### config.mk
export PLATFORM = sky130hd
export DESIGN_NAME = interrupt_source_selector
export DESIGN_NICKNAME = d
export VERILOG_FILES = /design/src/rtl/interrupt_source_selector.v /design/src/rtl/event_pick.v
export VERILOG_INCLUDE_DIRS = /design/src /design/src/rtl
export SDC_FILE = /design/constraint.sdc
export NUM_CORES = 1
export LEC_CHECK = 0
export BUFFER_PORTS_ARGS = -buffer_cell sky130_fd_sc_hd__buf_4
export CAP_MARGIN = 20
export CORE_MARGIN = 3
export CORE_UTILIZATION = 60
export DETAILED_ROUTE_END_ITERATION = 6
export PLACE_DENSITY_LB_ADDON = 0.15
export SLEW_MARGIN = 40
export SYNTH_ARGS = -nofsm -noshare
export SYNTH_HDL_FRONTEND = slang
export SYNTH_SLANG_ARGS = --single-unit
### constraint.sdc
create_clock -name clk -period 18.5 [get_ports clk]
set_input_delay 1.85 -clock clk [delete_from_list [all_inputs] [get_ports clk]]
set_output_delay 1.85 -clock clk [all_outputs]
set_load 0.05 [all_outputs]
### src/rtl/interrupt_source_selector_defines.vh
`ifndef INTERRUPT_SOURCE_SELECTOR_DEFINES_VH
`define INTERRUPT_SOURCE_SELECTOR_DEFINES_VH

// register byte addresses
`define ADDR_SELECT_HIGH 32'h019C0000
`define ADDR_SELECT_LOW 32'h019C0004
`define ADDR_EDGE_POLARITY 32'h019C0008
`define ADDR_IRQ_STATUS 32'h019C000C
`define ADDR_IRQ_MASK 32'h019C0010
`define ADDR_LINE_STATE 32'h019C0014

// reset values, fields packed low to high in 5-bit codes
`define SELECT_LOW_RESET 32'h250718A4
`define SELECT_HIGH_RESET 32'h08202D43
`define SELECT_USED_MASK 32'h7FFF7FFF
`define POLARITY_RESET 4'h0
`define STATUS_RESET 16'h0000
`define MASK_RESET 16'h0000

// geometry
`define NUM_LINES 16
`define FIRST_MAPPED 4
`define NUM_MAPPED 12
`define FIELD_W 5
`define NUM_SOURCES 32
`define FIELD_LOW_LSB 0
`define FIELD_HIGH_LSB 16
`define FIELD_SPAN 15

// fixed lines
`define LINE_RESET 0
`define LINE_NMI 1
`define LINE_RSVD2 2
`define LINE_RSVD3 3

// source codes
`define SRC_HOST 5'h00
`define SRC_TIMER0 5'h01
`define SRC_TIMER1 5'h02
`define SRC_SDRAM 5'h03
`define SRC_EXT4 5'h04
`define SRC_DMA0 5'h08
`define SRC_SER0_TX 5'h0C
`define SRC_RSVD16 5'h10
`define SRC_SER2_TX 5'h11
`define SRC_SER2_RX 5'h12

// bus answers
`define RESP_OKAY 2'h0
`define RESP_SLVERR 2'h2

`endif

### src/rtl/interrupt_source_selector.v
`timescale 1ns/1ps
`include "interrupt_source_selector_defines.vh"

// How it works
// sixteen interrupt lines go to the core, each of fixed rank
// rank falls with line number; line zero is reset, fifteen lowest
// lines zero to three are fixed: reset, nmi, two never asserted
// lines four to fifteen are maskable and each has its own selector
// two selector registers: high at 0x019C0000, low at 0x019C0004
// 5-bit fields, three per 16-bit half; low serves 4-9, high 10-15
// default lines 4-7 take external pins 4-7, codes 00100 to 00111
// default lines 8 and 9 take dma channels 0 and 1
// default line 10 takes the sdram refresh timer event, code 00011
// default lines 11 and 12 take dma channels 2 and 3
// default 13 host, 14 timer0, 15 timer1
// a written field routes its source; serial codes 01100-01111, 10001, 10010
// software never writes reserved codes 10000 or 10011 to 11111
// external pins 4-7 are edge detected, each edge chosen by a polarity bit
// reset loads default codes; bits 15 and 31 read zero, ignore writes
module interrupt_source_selector (
  input wire clk,
  input wire rst,
  // axi4-lite slave
  input wire [31:0] s_axi_awaddr,
  input wire s_axi_awvalid,
  output wire s_axi_awready,
  input wire [31:0] s_axi_wdata,
  input wire [3:0] s_axi_wstrb,
  input wire s_axi_wvalid,
  output wire s_axi_wready,
  output wire [1:0] s_axi_bresp,
  output wire s_axi_bvalid,
  input wire s_axi_bready,
  input wire [31:0] s_axi_araddr,
  input wire s_axi_arvalid,
  output wire s_axi_arready,
  output wire [31:0] s_axi_rdata,
  output wire [1:0] s_axi_rresp,
  output wire s_axi_rvalid,
  input wire s_axi_rready,
  // pins
  input wire nmi_pin,
  input wire [3:0] ext_pin,
  // on-chip event sources, same clock
  input wire host_event,
  input wire timer0_event,
  input wire timer1_event,
  input wire sdram_refresh_event,
  input wire dma_chan0_done,
  input wire dma_chan1_done,
  input wire dma_chan2_done,
  input wire dma_chan3_done,
  input wire serial0_tx_event,
  input wire serial0_rx_event,
  input wire serial1_tx_event,
  input wire serial1_rx_event,
  input wire serial2_tx_event,
  input wire serial2_rx_event,
  // towards the core
  output wire [15:0] cpu_int,
  output wire irq
);

  reg awready_r;
  reg wready_r;
  reg bvalid_r;
  reg [1:0] bresp_r;
  reg arready_r;
  reg rvalid_r;
  reg [31:0] rdata_r;
  reg [1:0] rresp_r;
  reg aw_held_r;
  reg w_held_r;
  reg [31:0] awaddr_r;
  reg [31:0] wdata_r;
  reg [3:0] wstrb_r;

  reg [31:0] irq_select_high_r;
  reg [31:0] irq_select_low_r;
  reg [3:0] ext_edge_polarity_r;
  reg [15:0] status_r;
  reg [15:0] mask_r;
  reg [15:0] cpu_int_r;
  reg irq_r;
  reg reset_line_r;

  reg [3:0] ext_s1_r;
  reg [3:0] ext_s2_r;
  reg [3:0] ext_s3_r;
  reg nmi_s1_r;
  reg nmi_s2_r;
  reg nmi_s3_r;

  wire aw_take;
  wire w_take;
  wire do_write;
  wire ar_take;
  wire [31:0] wmask;
  wire [3:0] ext_rise;
  wire [3:0] ext_fall;
  wire [3:0] ext_pin_event;
  wire nmi_event;
  wire [31:0] sources;
  wire [59:0] fields;
  wire [11:0] mapped_event;
  wire [15:0] line_nxt;
  wire wr_high;
  wire wr_low;
  wire wr_pol;
  wire wr_status;
  wire wr_mask;
  wire wr_hit;
  reg [31:0] rd_nxt;
  reg rd_hit;
  reg [15:0] status_nxt;

  assign s_axi_awready = awready_r;
  assign s_axi_wready = wready_r;
  assign s_axi_bvalid = bvalid_r;
  assign s_axi_bresp = bresp_r;
  assign s_axi_arready = arready_r;
  assign s_axi_rvalid = rvalid_r;
  assign s_axi_rdata = rdata_r;
  assign s_axi_rresp = rresp_r;
  assign cpu_int = cpu_int_r;
  assign irq = irq_r;

  // write path: address and data taken in either order, then one write
  assign aw_take = s_axi_awvalid & awready_r;
  assign w_take = s_axi_wvalid & wready_r;
  assign do_write = aw_held_r & w_held_r & ~bvalid_r;
  assign wmask = {{8{wstrb_r[3]}}, {8{wstrb_r[2]}}, {8{wstrb_r[1]}}, {8{wstrb_r[0]}}};

  assign wr_high = do_write & (awaddr_r == `ADDR_SELECT_HIGH);
  assign wr_low = do_write & (awaddr_r == `ADDR_SELECT_LOW);
  assign wr_pol = do_write & (awaddr_r == `ADDR_EDGE_POLARITY);
  assign wr_status = do_write & (awaddr_r == `ADDR_IRQ_STATUS);
  assign wr_mask = do_write & (awaddr_r == `ADDR_IRQ_MASK);
  assign wr_hit = wr_high | wr_low | wr_pol | wr_status | wr_mask |
                  (do_write & (awaddr_r == `ADDR_LINE_STATE));

  always @(posedge clk or posedge rst) begin
    if (rst) begin
      awready_r <= 1'b0;
      wready_r <= 1'b0;
      aw_held_r <= 1'b0;
      w_held_r <= 1'b0;
      awaddr_r <= 32'h00000000;
      wdata_r <= 32'h00000000;
      wstrb_r <= 4'h0;
      bvalid_r <= 1'b0;
      bresp_r <= `RESP_OKAY;
    end else begin
      awready_r <= ~aw_held_r & ~aw_take & ~do_write;
      wready_r <= ~w_held_r & ~w_take & ~do_write;
      if (aw_take) begin
        aw_held_r <= 1'b1;
        awaddr_r <= s_axi_awaddr;
      end else if (do_write) begin
        aw_held_r <= 1'b0;
      end
      if (w_take) begin
        w_held_r <= 1'b1;
        wdata_r <= s_axi_wdata;
        wstrb_r <= s_axi_wstrb;
      end else if (do_write) begin
        w_held_r <= 1'b0;
      end
      if (do_write) begin
        bvalid_r <= 1'b1;
        // line state is read only: writes are accepted and dropped
        bresp_r <= wr_hit ? `RESP_OKAY : `RESP_SLVERR;
      end else if (bvalid_r & s_axi_bready) begin
        bvalid_r <= 1'b0;
      end
    end
  end

  // software registers
  always @(posedge clk or posedge rst) begin
    if (rst) begin
      irq_select_high_r <= `SELECT_HIGH_RESET;
      irq_select_low_r <= `SELECT_LOW_RESET;
      ext_edge_polarity_r <= `POLARITY_RESET;
      mask_r <= `MASK_RESET;
    end else begin
      if (wr_high) begin
        irq_select_high_r <= ((irq_select_high_r & ~wmask) | (wdata_r & wmask)) &
                             `SELECT_USED_MASK;
      end
      if (wr_low) begin
        irq_select_low_r <= ((irq_select_low_r & ~wmask) | (wdata_r & wmask)) &
                            `SELECT_USED_MASK;
      end
      if (wr_pol & wstrb_r[0]) begin
        ext_edge_polarity_r <= wdata_r[3:0];
      end
      if (wr_mask) begin
        mask_r <= (mask_r & ~wmask[15:0]) | (wdata_r[15:0] & wmask[15:0]);
      end
    end
  end

  // read path: one read at a time, data held until rready
  assign ar_take = s_axi_arvalid & arready_r;

  always @* begin
    rd_nxt = 32'h00000000;
    rd_hit = 1'b1;
    if (s_axi_araddr == `ADDR_SELECT_HIGH) begin
      rd_nxt = irq_select_high_r;
    end else if (s_axi_araddr == `ADDR_SELECT_LOW) begin
      rd_nxt = irq_select_low_r;
    end else if (s_axi_araddr == `ADDR_EDGE_POLARITY) begin
      rd_nxt = {28'h0000000, ext_edge_polarity_r};
    end else if (s_axi_araddr == `ADDR_IRQ_STATUS) begin
      rd_nxt = {16'h0000, status_r};
    end else if (s_axi_araddr == `ADDR_IRQ_MASK) begin
      rd_nxt = {16'h0000, mask_r};
    end else if (s_axi_araddr == `ADDR_LINE_STATE) begin
      rd_nxt = {16'h0000, cpu_int_r};
    end else begin
      rd_hit = 1'b0;
    end
  end

  always @(posedge clk or posedge rst) begin
    if (rst) begin
      arready_r <= 1'b0;
      rvalid_r <= 1'b0;
      rdata_r <= 32'h00000000;
      rresp_r <= `RESP_OKAY;
    end else begin
      arready_r <= ~rvalid_r & ~ar_take;
      if (ar_take) begin
        rvalid_r <= 1'b1;
        rdata_r <= rd_nxt;
        rresp_r <= rd_hit ? `RESP_OKAY : `RESP_SLVERR;
      end else if (rvalid_r & s_axi_rready) begin
        rvalid_r <= 1'b0;
      end
    end
  end

  // pin synchronisers; stage three is only the previous sample for edges
  always @(posedge clk or posedge rst) begin
    if (rst) begin
      ext_s1_r <= 4'h0;
      ext_s2_r <= 4'h0;
      ext_s3_r <= 4'h0;
      nmi_s1_r <= 1'b0;
      nmi_s2_r <= 1'b0;
      nmi_s3_r <= 1'b0;
    end else begin
      ext_s1_r <= ext_pin;
      ext_s2_r <= ext_s1_r;
      ext_s3_r <= ext_s2_r;
      nmi_s1_r <= nmi_pin;
      nmi_s2_r <= nmi_s1_r;
      nmi_s3_r <= nmi_s2_r;
    end
  end

  assign ext_rise = ext_s2_r & ~ext_s3_r;
  assign ext_fall = ~ext_s2_r & ext_s3_r;
  // polarity bit set picks the falling edge
  assign ext_pin_event = (ext_fall & ext_edge_polarity_r) |
                         (ext_rise & ~ext_edge_polarity_r);
  assign nmi_event = nmi_s2_r & ~nmi_s3_r;

  // source vector indexed by code; reserved codes tied low
  assign sources = {13'h0000, serial2_rx_event, serial2_tx_event, 1'b0,
                    serial1_rx_event, serial1_tx_event, serial0_rx_event, serial0_tx_event,
                    dma_chan3_done, dma_chan2_done, dma_chan1_done, dma_chan0_done,
                    ext_pin_event, sdram_refresh_event, timer1_event, timer0_event,
                    host_event};

  // fields of lines 4..15 laid end to end, five bits each
  assign fields = {irq_select_high_r[30:16], irq_select_high_r[14:0],
                   irq_select_low_r[30:16], irq_select_low_r[14:0]};

  genvar g;
  generate
    for (g = 0; g < `NUM_MAPPED; g = g + 1) begin : line_mux
      event_pick #(
        .NSRC(`NUM_SOURCES),
        .SELW(`FIELD_W)
      ) u_pick (
        .sources(sources),
        .code(fields[g*`FIELD_W +: `FIELD_W]),
        .picked(mapped_event[g])
      );
    end
  endgenerate

  // line 0 pulses once after reset release; lines 2 and 3 never assert
  assign line_nxt = {mapped_event, 1'b0, 1'b0, nmi_event, reset_line_r};

  // status: hardware set wins over a same-cycle write-one clear
  always @* begin
    status_nxt = status_r;
    if (wr_status) begin
      status_nxt = status_r & ~(wdata_r[15:0] & wmask[15:0]);
    end
    status_nxt = status_nxt | {line_nxt[15:4], 2'b00, line_nxt[1], 1'b0};
  end

  always @(posedge clk or posedge rst) begin
    if (rst) begin
      reset_line_r <= 1'b1;
      cpu_int_r <= 16'h0000;
      status_r <= `STATUS_RESET;
      irq_r <= 1'b0;
    end else begin
      reset_line_r <= 1'b0;
      // bit index is the rank: the core serves lower numbers first
      cpu_int_r <= line_nxt;
      status_r <= status_nxt;
      irq_r <= |(status_nxt & mask_r);
    end
  end

endmodule // interrupt_source_selector

### src/rtl/event_pick.v
`timescale 1ns/1ps

// one programmable line: picks the event whose code sits in the field
module event_pick #(
  parameter NSRC = 32,
  parameter SELW = 5
) (
  input wire [NSRC-1:0] sources,
  input wire [SELW-1:0] code,
  output wire picked
);

  // unconnected codes are tied low in the vector, so reserved codes stay silent
  assign picked = sources[code];

endmodule // event_pick

==> metrics.md, run 1 <==
| Metric | Value |
|---|---|
| Total power per unit cell area | 102 nW/µm² |
| Vias in the first global route | 8556 |
| Max Freq | about 0.23 GHz |
| Post-synthesis sequential area ratio | slightly above 50% |
| Worst-path clk slew | roughly 0.060 ns |
| Worst Path Arrival | a little under 5 ns |
| Largest net degree at the start of global routing | 95 |
| Finished Layout Cells | 1345 |
| Core area | 18800 µm² |
| Leading post-synthesis cells by cell area | dfrtp_1 (46%), mux2_2 (14%), mux4_2 (6.4%) |
| RSZ-0062 raised after global routing | false |
| # DRC | 0 |
| Total Nets Final | between 1000 and 1500 |
| Commonest non-fill, non-tap cells in the layout | dfrtp_1 (213), buf_4 (183), mux2_2 (146) |
| Critical path buffer and inverter count | 2 |
| Placed cells | between 1000 and 1500 |
| Port bufs | 177 |
| Final ANT Viol Nets | 0 |
| Max clock buf depth | 3 |
| Most numerous cell on the critical path | buf_4 |
| Final Hold Viols | 0 |
| Netlist Area Pre-Place | 11500 µm² |
| Worst Path Required | 18.96 ns |
| Synth area leader | dfrtp_1 |
| Cell Rows | 50 |
| Die area | 20900 µm² |
| Post-synth top flop | dfrtp_1 |
| CP peak stage delay | 0.56 ns |
| First-pass GRT wire length | 47000 µm |
| Critical path peak fanout | 19 |
| Syn_area_per_cell | 12.1 µm² |
| Layout Skew | about 0.014 ns |
| Count of cell types in the netlist | 66 |
| Max_slew headroom | 47.8% |
| Iteration-0 DRC Markers | 723 |
| Setup WS post-layout | 14.11 ns |
| Worst VDD drop | 0.000149 V |
| WL final | 30400 µm |
| Hold WS | between 0.3 and 0.4 ns |
| Final setup viols | 0 |
| Initial antenna violation count | 0 |
| Min-delay worst type | flop to flop |
| Area share of the largest cell type after synthesis | 46.2% |
| Share of cells above drive strength 1 | about two fifths |
| CTS resizes | 0 |
| Clk_lat worst skew | 0.52 ns |
| Die height | between 100 and 150 µm |
| Vias after detailed routing | just under 9000 |
| CP top delay family | simple AND/OR/NAND/NOR gates |
| Drt wl/cell | 22.6 µm |
| CTS buffer count | 24 |
| Status | finished, final reports clean |
| Via/cell ratio | between 6 and 7 |
| Final min period | 4.39 ns |
| GRT overflow | 0 |
| Setup crit end kind | flop |
| Max-cap violation count | 0 |
| # Post-CTS Setup Buffers | 0 |
| CTS tree | yes |
| H-tree depth | 1 |
| Root buf cell | clkbuf_16 |
| Boundary Pins | 184 |
| Layout area overhead | 20.0% |
| Commonest non-fill, non-tap cell in the layout | dfrtp_1 |
| Crit Path Class | primary input to flop |
| EDFF count, synth | 0 |
| Yosys Warn Count | 0 |
| CTS sink cnt | 234 |
| Leak | between 0.006 and 0.007 µW |
| Starting Density | ~61% |
| Number of diodes | 0 |
| Gpl congestion | 0.918 |
| Hold_buf cts | 0 |
| Worst Tran Pin Value | just under 0.8 ns |
| Post-placement setup slack | 13.61 ns |
| Die width | about 140 µm |
| Startpoint Class | primary input |
| Final period util | between 20% and 30% |
| Post-Synthesis Cells | 950 |
| 1st-pass router iterations | 7 |
| Slowest CP cell | or3_1 |
| Async SR Flop Fraction | 100% |
| Detailed placement HPWL | 21200 µm |
| GRT Util Overall | 28.8% |
| Final Slew Violations | 0 |
| Setup_tns | 0 ns |
| Register bit total from synthesis | 234 |
| CP Cell Sequence | buf_4, nor4_1, nand4_1, or3_1, nor3_4, buf_4, a222oi_1, a221oi_1, a21o_1 |
## worst reg2reg max path, delay by kind of cell (launching register included)
kind          cells  cell delay, ns
flops             1            0.37
mux               1            0.43
simple gates      5            2.33
## area by class of cell
cell class	instances	area (µm²)
Inverter	19	78.8
Sequential cell	234	5880
Tap cell	234	293
Clock inverter	7	100
Timing Repair Buffer	186	1410
Clock buffer	37	719
Fill cell	1309	4930
Multi-Input combinational cell	628	5360
## final timing paths
kind / endpoint / startpoint / depth (start not counted) / slack, ns
setup / recovery: s_axi_rdata[1]$_DFFE_PP0P_ / s_axi_araddr[12] / 9 / 14.11
hold / removal: ext_s2_r[2]$_DFF_PP0_ / ext_s1_r[2]$_DFF_PP0_ / 0 / 0.34
setup reg to reg: flop / awaddr_r[12]$_DFFE_PP0P_ / 6 / 15.24
hold reg to reg: ext_s2_r[2]$_DFF_PP0_ / ext_s1_r[2]$_DFF_PP0_ / 0 / 0.34
max in group asynchronous: async pin / rst / 4 / 15.42
min in group asynchronous: async pin / rst / 2 / 1.42
## power by group
| part | switching [µW] | internal (µW) |
|---|---|---|
| clock | 198 | 296 |
| combinational | 116 | 118 |
| sequential | 79.4 | 600 |
## metal layers
layer | wire, µm | global-route usage, % | up-vias
met4 | 943 | 8.59 | 0
met3 | 2760 | 6.18 | 75
met2 | 14600 | 46.1 | 474
li1 | - | - | 3874
met5 | 0 | 0 | -
met1 | 12100 | 39.9 | 4402
## cells in the mapped netlist (4+ instances only)
master and instances:
nand4b_1 5, buf_2 5, dfstp_2 21, nand2b_1 6, nand4_1 14, nor2b_1 7
dfrtp_1 213, nor3b_1 5, mux2i_1 23, a21oi_1 16, a222oi_1 16, buf_1 6
mux4_2 33, mux2_2 146, nor4_1 9, a22oi_1 20, clkbuf_1 58, a31oi_1 6
a211oi_1 5, nor2_1 29, mux2_1 6, a32oi_1 4, nand3_1 16, nor3_1 10
inv_1 19, or3_1 7, nand2_1 75, or2_2 4, nand3b_1 26, buf_4 5
nor4b_1 5, o21ai_0 42, a21boi_0 5, a311oi_1 13, o311ai_0 4, a21o_1 21
## cell families (layout without fill, tap and decap cells)
kind of cell           count (synthesis)  after routing  synth area share, %
multiplexers                         208            208                 23.3
AO/OA/AOI/OAI                        178            178                 11.0
AND/OR/NAND/NOR                      236            236                 11.4
other                                  1              6               0.0325
buffers and inverters                 93            249                 3.24
flip-flops                           234            234                 51.0
## through the flow
stage	area [µm²]	util, %	total power, µW
floorplan	11500	-	830
global placement	13000	69.1	908
detailed placement	13000	69.3	921
CTS	13800	73.7	1420
global route	13800	73.7	1470
finish	13800	73.7	1410
No activity file was read; power rests on OpenSTA's default activity.
==> inputs of run 2 (changes only) <==
--- a/config.mk
+++ b/config.mk
@@ -6,10 +6,11 @@
 export SDC_FILE = /design/constraint.sdc
 export NUM_CORES = 1
 export LEC_CHECK = 0
+export ABC_AREA = 1
 export BUFFER_PORTS_ARGS = -buffer_cell sky130_fd_sc_hd__buf_4
 export CAP_MARGIN = 20
 export CORE_MARGIN = 3
-export CORE_UTILIZATION = 60
+export CORE_UTILIZATION = 57
 export DETAILED_ROUTE_END_ITERATION = 6
 export PLACE_DENSITY_LB_ADDON = 0.15
 export SLEW_MARGIN = 40
==> constraint.sdc (replaced) <==
create_clock -name clk -period 4.4 [get_ports clk]
set_input_delay 0.44 -clock clk [delete_from_list [all_inputs] [get_ports clk]]
set_output_delay 0.44 -clock clk [all_outputs]
set_load 0.05 [all_outputs]
==> run 2 against run 1 <==
Compared with the run above: via count increased by 30%; hold slack got worse by 0.32 ns; critical path depth increased by 1; wire length increased by 17%; sequential share of layout area decreased by 0.84 points; flip-flop and latch count unchanged; sequential power increased to 4.0 times the previous value; cell area increased by 2.0%; worst setup slack got worse by 12 ns; global-route usage increased by 2.5 points; register-to-register slack got worse by 14 ns; combinational power increased to 5.4 times the previous value.
==> metrics.md, run 2 <==
| Metric | Value |
|---|---|
| Worst-path clk slew | roughly 0.06 ns |
| Gpl congestion | 0.948 |
| Leak | 0.00678 µW |
| # DRC | 0 |
| Layout Skew | between 0.009 and 0.01 ns |
| Die area | 22700 µm² |
| Initial antenna violation count | 0 |
| Min-delay worst type | primary input to flop |
| Area share of the largest cell type after synthesis | between 40% and 50% |
| Setup_tns | 0 ns |
| Number of diodes | 0 |
| Final min period | 2.72 ns |
| Drt wl/cell | 17.5 µm |
| WL final | ~35000 µm |
| Commonest non-fill, non-tap cells in the layout | nand2_1 (530), nand3_1 (218), dfrtp_1 (213) |
| Layout area overhead | 18.6% |
| Worst Path Required | ~4.8 ns |
| Count leader, synth | nand2_1 |
| Share of cells above drive strength 1 | 14.2% |
| Worst Tran Pin Value | 0.838 ns |
| Starting Density | 58.5% |
| Startpoint Class | flop |
| Die width | 151 µm |
| Final setup viols | 0 |
| GRT overflow | 0 |
| Final Hold Viols | 0 |
| Synth area leader | dfrtp_1 |
| Vias after detailed routing | 11400 |
| Critical path peak fanout | 16 |
| Total Nets Final | 1862 |
| Post-route cell area | 14100 µm² |
| CTS resizes | 0 |
| Final Slew Violations | 0 |
| Count of cell types in the netlist | 27 |
| Netlist Area Pre-Place | approximately 12000 µm² |
| Post-Synthesis Cells | 1604 |
| Combinational share of power | 20.9% |
| First-pass GRT wire length | about 56000 µm |
| Cell Rows | 52 |
| Instance area at placement | 13300 µm² |
| Net Sw Power | 1940 µW |
| GRT Util Overall | 31.2% |
| 1st-pass router iterations | 6 |
| Final ANT Viol Nets | 0 |
| Root buf cell | clkbuf_16 |
| Post-synth top cells | nand2_1 (530), nand3_1 (218), dfrtp_1 (213), o21ai_0 (206), inv_1 (135) |
| Finished Layout Cells | between 2000 and 2500 |
| Int Pwr | between 4000 and 5000 µW |
| Post-synthesis sequential area ratio | 49.4% |
| Yosys Warn Count | 0 |
| Vias in the first global route | 10700 |
| CTS buffer count | 25 |
| EDFF count, synth | 0 |
| Leading post-synthesis cells by cell area | dfrtp_1 (45%), nand2_1 (17%), nand3_1 (9.2%) |
| Max_slew headroom | ~44% |
| Filler cell count | 1717 |
| Post-synth top flop | dfrtp_1 |
| Clk_lat worst skew | 0.53 ns |
| Reg power frac | 45.2% |
| Async SR Flop Fraction | 100% |
| Status | finished, final reports clean |
| Largest net degree at the start of global routing | 127 |
| Clock Power Share | 33.9% |
| Max clock buf depth | 3 |
| CTS sink cnt | 234 |
| Core area | 20400 µm² |
| Setup crit end kind | flop |
| RSZ-0062 raised after global routing | false |
| Syn_area_per_cell | 7.43 µm² |
| Register bit total from synthesis | 234 |
| Worst VDD drop | about 0.00041 V |
| Detailed placement HPWL | 24600 µm |
| CTS tree | yes |
| Hold_buf cts | 0 |
| Max-cap violation count | 0 |
| Sw Ratio | about a third |
| Crit Path Class | flop to flop |
| Commonest non-fill, non-tap cell in the layout | nand2_1 |
| Total power per unit cell area | 426 nW/µm² |
| Iteration-0 DRC Markers | 980 |
| Max Freq | 0.368 GHz |
| H-tree depth | 1 |
| Boundary Pins | roughly 180 |
| Final period util | 61.7% |
| Port bufs | approximately 180 |
| # Post-CTS Setup Buffers | 0 |
| Worst Path Arrival | 3.12 ns |
| Placed cells | about 2000 |
| Via/cell ratio | 5.65 |
| Die height | between 150 and 200 µm |
-- run 2: changes by cell type in the layout (fill, tap and decap cells not counted), sizes merged, moves of 20 or more --
cell	change
nand3	+202
mux2	-152
inv	+117
o21ai	+164
mux2i	-23
nor2	+20
a21o	-20
mux4	-33
a21oi	+57
nand3b	-25
nand2	+455
a22oi	-20
-- run 2: kinds of logic after synthesis --
logic type / count (synthesis) / share of synthesized area, %
simple gates: 835 / 29.4
compound gates: 311 / 13.6
flops: 234 / 49.4
buf+inv: 223 / 7.61
other cells: 1 / 0.0315
-- run 2: worst paths after layout --
| check | startpoint | end | slack [ns] | cells past startpoint |
|---|---|---|---|---|
| max | aw_held_r$_DFFE_PP0P_ | irq$_DFF_PP0_ | 1.68 | 10 |
| min | nmi_pin | nmi_s1_r$_DFF_PP0_ | 0.02 | 1 |
| max reg2reg | aw_held_r$_DFFE_PP0P_ | irq$_DFF_PP0_ | 1.68 | 10 |
| min reg2reg | ext_s1_r[3]$_DFF_PP0_ | ext_s2_r[3]$_DFF_PP0_ | 0.35 | 0 |
| max in group asynchronous | rst | status_r[9]$_DFF_PP0_ | 2.82 | 5 |
| min in group asynchronous | rst | awaddr_r[18]$_DFFE_PP0P_ | 0.43 | 3 |
-- run 2: worst max-delay path, cell delays in order (launching register included) --
cell and delay (ns):
dfrtp_1 0.41, nand3_1 0.28, inv_1 0.19, nand2_1 0.58, nand2_1 0.16, nand3_1 0.13
nand3_1 0.08, nor2_1 0.30, nand3_1 0.17, nor2_1 0.18, nand3_1 0.10
-- run 2: power groups by stage --
stage | logic (µW) | clock network [µW] | registers, µW
2_1_floorplan | 696 | 0 | 2840
3_3_place_gp | 1220 | 0 | 2730
3_5_place_dp | 1250 | 0 | 2750
4_1_cts | 1260 | 2060 | 2720
5_1_grt | 1400 | 2160 | 2750
6_report | 1260 | 2040 | 2720
-- run 2: routing by layer --
metal,up-vias,track usage (%),share of wire (%)
li1,5517,-,-
met4,0,14.2,5.0
met2,535,48.9,45
met3,98,5.30,9.7
met5,-,0,0
met1,5282,42.9,40
-- run 2: cell type report --
cell class	count	area [µm²]	share of cell area [%]
flip-flops and latches	234	5880	41.7
multi-input cells	1152	5150	36.4
repair buffers	186	1440	10.2
clock buffers	39	728	5.16
inverters	137	522	3.70
well taps	270	338	2.39
clock inverters	7	67.6	0.479
-- run 2: stage by stage --
stage | setup slack, ns | hold WS, ns | util, % | power, µW
after detailed placement | 1.58 | 0.340 | 65.3 | 4000
after CTS | 1.77 | 0.00272 | 69.2 | 6040
after floorplan | 0.913 | 0.331 | - | 3540
after global routing | 1.46 | 0.00643 | 69.3 | 6320
after global placement | 1.62 | 0.333 | 65.2 | 3950
final | 1.68 | 0.0162 | 69.3 | 6020
==> inputs of run 3 (changes only) <==
--- a/config.mk
+++ b/config.mk
@@ -6,7 +6,7 @@
 export SDC_FILE = /design/constraint.sdc
 export NUM_CORES = 1
 export LEC_CHECK = 0
-export ABC_AREA = 1
+export ABC_AREA = 0
 export BUFFER_PORTS_ARGS = -buffer_cell sky130_fd_sc_hd__buf_4
 export CAP_MARGIN = 20
 export CORE_MARGIN = 3
==> constraint.sdc (replaced) <==
create_clock -name clk -period 2.8 [get_ports clk]
set_input_delay 0.28 -clock clk [delete_from_list [all_inputs] [get_ports clk]]
set_output_delay 0.28 -clock clk [all_outputs]
set_load 0.05 [all_outputs]
==> run 3 against run 2 <==
Compared with the run above: the run now ends with design-rule violations left; power is 59% higher; utilization up 6.7 points; via count fell by 20%; global-route usage shrank 2.0 points; wire length shrank 8.4%; combinational power rose by 33%; worst setup slack worse by 1.6 ns; critical path depth shrank 2; clock skew is 0.0019 ns higher; largest power group unchanged; sequential share of layout area down 2.3 points; register-to-register slack worse by 1.6 ns; non-clock buffer count rose by 113.
==> metrics.md, run 3 (synthesis gave the netlist of run 1 again) <==
| Metric | Value |
|---|---|
| Via/cell ratio | 6.18 |
| Startpoint Class | flop |
| Failing checks | design-rule violations |
| Worst Path Arrival | 3.11 ns |
| GRT overflow | 0 |
| Crit Path Class | flop to flop |
| Layout area overhead | 29.7% |
| Largest net degree at the start of global routing | about 140 |
| Setup_tns | 0 ns |
| Iteration-0 DRC Markers | between 700 and 800 |
| Final min period | 2.71 ns |
| Setup crit end kind | flop |
| GRT Util Overall | between 20% and 30% |
| Cell Rows | just over 50 |
| Commonest non-fill, non-tap cell in the layout | buf_4 |
| Final ANT Viol Nets | 0 |
| 1st-pass router iterations | 7 |
| Critical path peak fanout | 8 |
| Total Nets Final | about 1300 |
| Max Freq | between 0.3 and 0.4 GHz |
| # DRC | 5 |
| Met3 wire len | 2580 µm |
| CTS sink cnt | 234 |
| CTS tree | yes |
| Clk_lat worst skew | 0.52 ns |
| Worst Path Required | 3.20 ns |
| Min-delay worst type | primary input to flop |
| Share of cells above drive strength 1 | 40.2% |
| Int Pwr | 6800 µW |
| Worst VDD drop | 0.000868 V |
| Layout Skew | 0.0116 ns |
| Most numerous cell on the critical path | buf_4 |
| Die area | between 20000 and 25000 µm² |
| Combinational share of power | 17.5% |
| Core area | slightly below 20000 µm² |
| Final Slew Violations | 0 |
| Commonest non-fill, non-tap cells in the layout | buf_4 (220), dfrtp_1 (213), mux2_2 (146) |
| Root buf cell | clkbuf_16 |
| Max_slew headroom | between 40% and 50% |
| Starting Density | 58.7% |
| Vias in the first global route | 9456 |
| Port bufs | 177 |
| Vias after detailed routing | 9199 |
| Clock Power Share | 35.0% |
| Die height | 148 µm |
| Status | complete, but fails checks |
| Slowest CP cell | dfrtp_1 |
| Highest routed layer | met4 |
| Boundary Pins | between 150 and 200 |
| CTS buffer count | 24 |
| CP peak stage delay | 0.38 ns |
| Max clock buf depth | 3 |
| Max-cap violation count | 0 |
| Gpl congestion | 0.916 |
| Hold WS | 0.0114 ns |
| Initial antenna violation count | 0 |
| Sw Ratio | just under 30% |
| Leak | about 0.0065 µW |
| Final period util | 96.8% |
| Die width | 148 µm |
| Final setup viols | 0 |
| H-tree depth | 1 |
| CP Cell Sequence | nor4_1, nand4_1, buf_4, or3_1, nor4b_2, buf_4, nand2_1, mux2_2 |
| Setup WS post-layout | about 0.09 ns |
| Detailed placement HPWL | 21900 µm |
| Total power per unit cell area | 639 nW/µm² |
| WL met2 | 15600 µm |
| Net Sw Power | 2760 µW |
| Worst-path clk slew | 0.06 ns |
| Worst Tran Pin Value | 0.799 ns |
| Post-placement setup slack | -0.0162 ns |
| WL final | approximately 32000 µm |
| Drt wl/cell | 21.8 µm |
| Reg power frac | 47.5% |
| Number of diodes | 0 |
| DRT met1 WL | 13100 µm |
| First-pass GRT wire length | 50900 µm |
| Final Hold Viols | 0 |
-- run 3: layout make-up --
type | instances | area, µm²
Sequential cell | 234 | 5880
Multi-Input combinational cell | 628 | 5340
Fill cell | 1307 | 4700
Timing Repair Buffer | 299 | 2480
Clock buffer | 27 | 653
Tap cell | 265 | 332
Clock inverter | 17 | 186
Inverter | 19 | 75.1
-- run 3: path summary, 6_finish.rpt --
path / cells past startpoint / slack (ns) / endpoint / from
hold / removal: 2 / 0.01 / wdata_r[30]$_DFFE_PP0P_ / s_axi_wdata[30]
setup / recovery: 8 / 0.09 / flop / awaddr_r[12]$_DFFE_PP0P_
max in group asynchronous: 4 / 1.66 / async pin / rst
setup reg to reg: 8 / 0.09 / flop / awaddr_r[12]$_DFFE_PP0P_
min in group asynchronous: 4 / 0.45 / wdata_r[15]$_DFFE_PP0P_ / rst
hold reg to reg: 0 / 0.35 / ext_s2_r[3]$_DFF_PP0_ / ext_s1_r[3]$_DFF_PP0_
-- run 3: what timing repair did --
action,CTS,global route
hold buffers,74,1
buffers inserted,0,1
pin swaps,0,1
gates resized for setup,2,7
endpoints found under the setup margin,13,42
hold endpoints to repair,154,1
-- run 3: routing by layer --
metal	up-vias	track usage, %
met5	-	0
met4	0	10.5
met3	81	5.85
met2	435	47.8
met1	4598	39.3
li1	4085	-
-- run 3: power groups by stage --
stage	Clock [µW]	Combinational [µW]	Sequential, µW
global route	3540	1790	4610
CTS	3400	1650	4510
global placement	0	1510	4520
finish	3340	1670	4540
floorplan	0	1000	4480
detailed placement	0	1560	4550
-- run 3: metrics by stage --
step	area, µm²	total power [µW]	utilization [%]	instances
after floorplan	11600	5490	-	955
after global placement	13300	6030	67.8	1369
after detailed placement	13300	6110	67.8	1369
after CTS	14900	9560	75.9	1487
after global routing	15000	9940	76.1	1489
final	15000	9560	76.1	1489
-- run 3: critical path, delay by kind of cell, from the launching register on --
kind / cells / cell delay, ns
mux: 1 / 0.37
simple gates: 5 / 1.46
flops: 1 / 0.38
buf+inv: 2 / 0.37
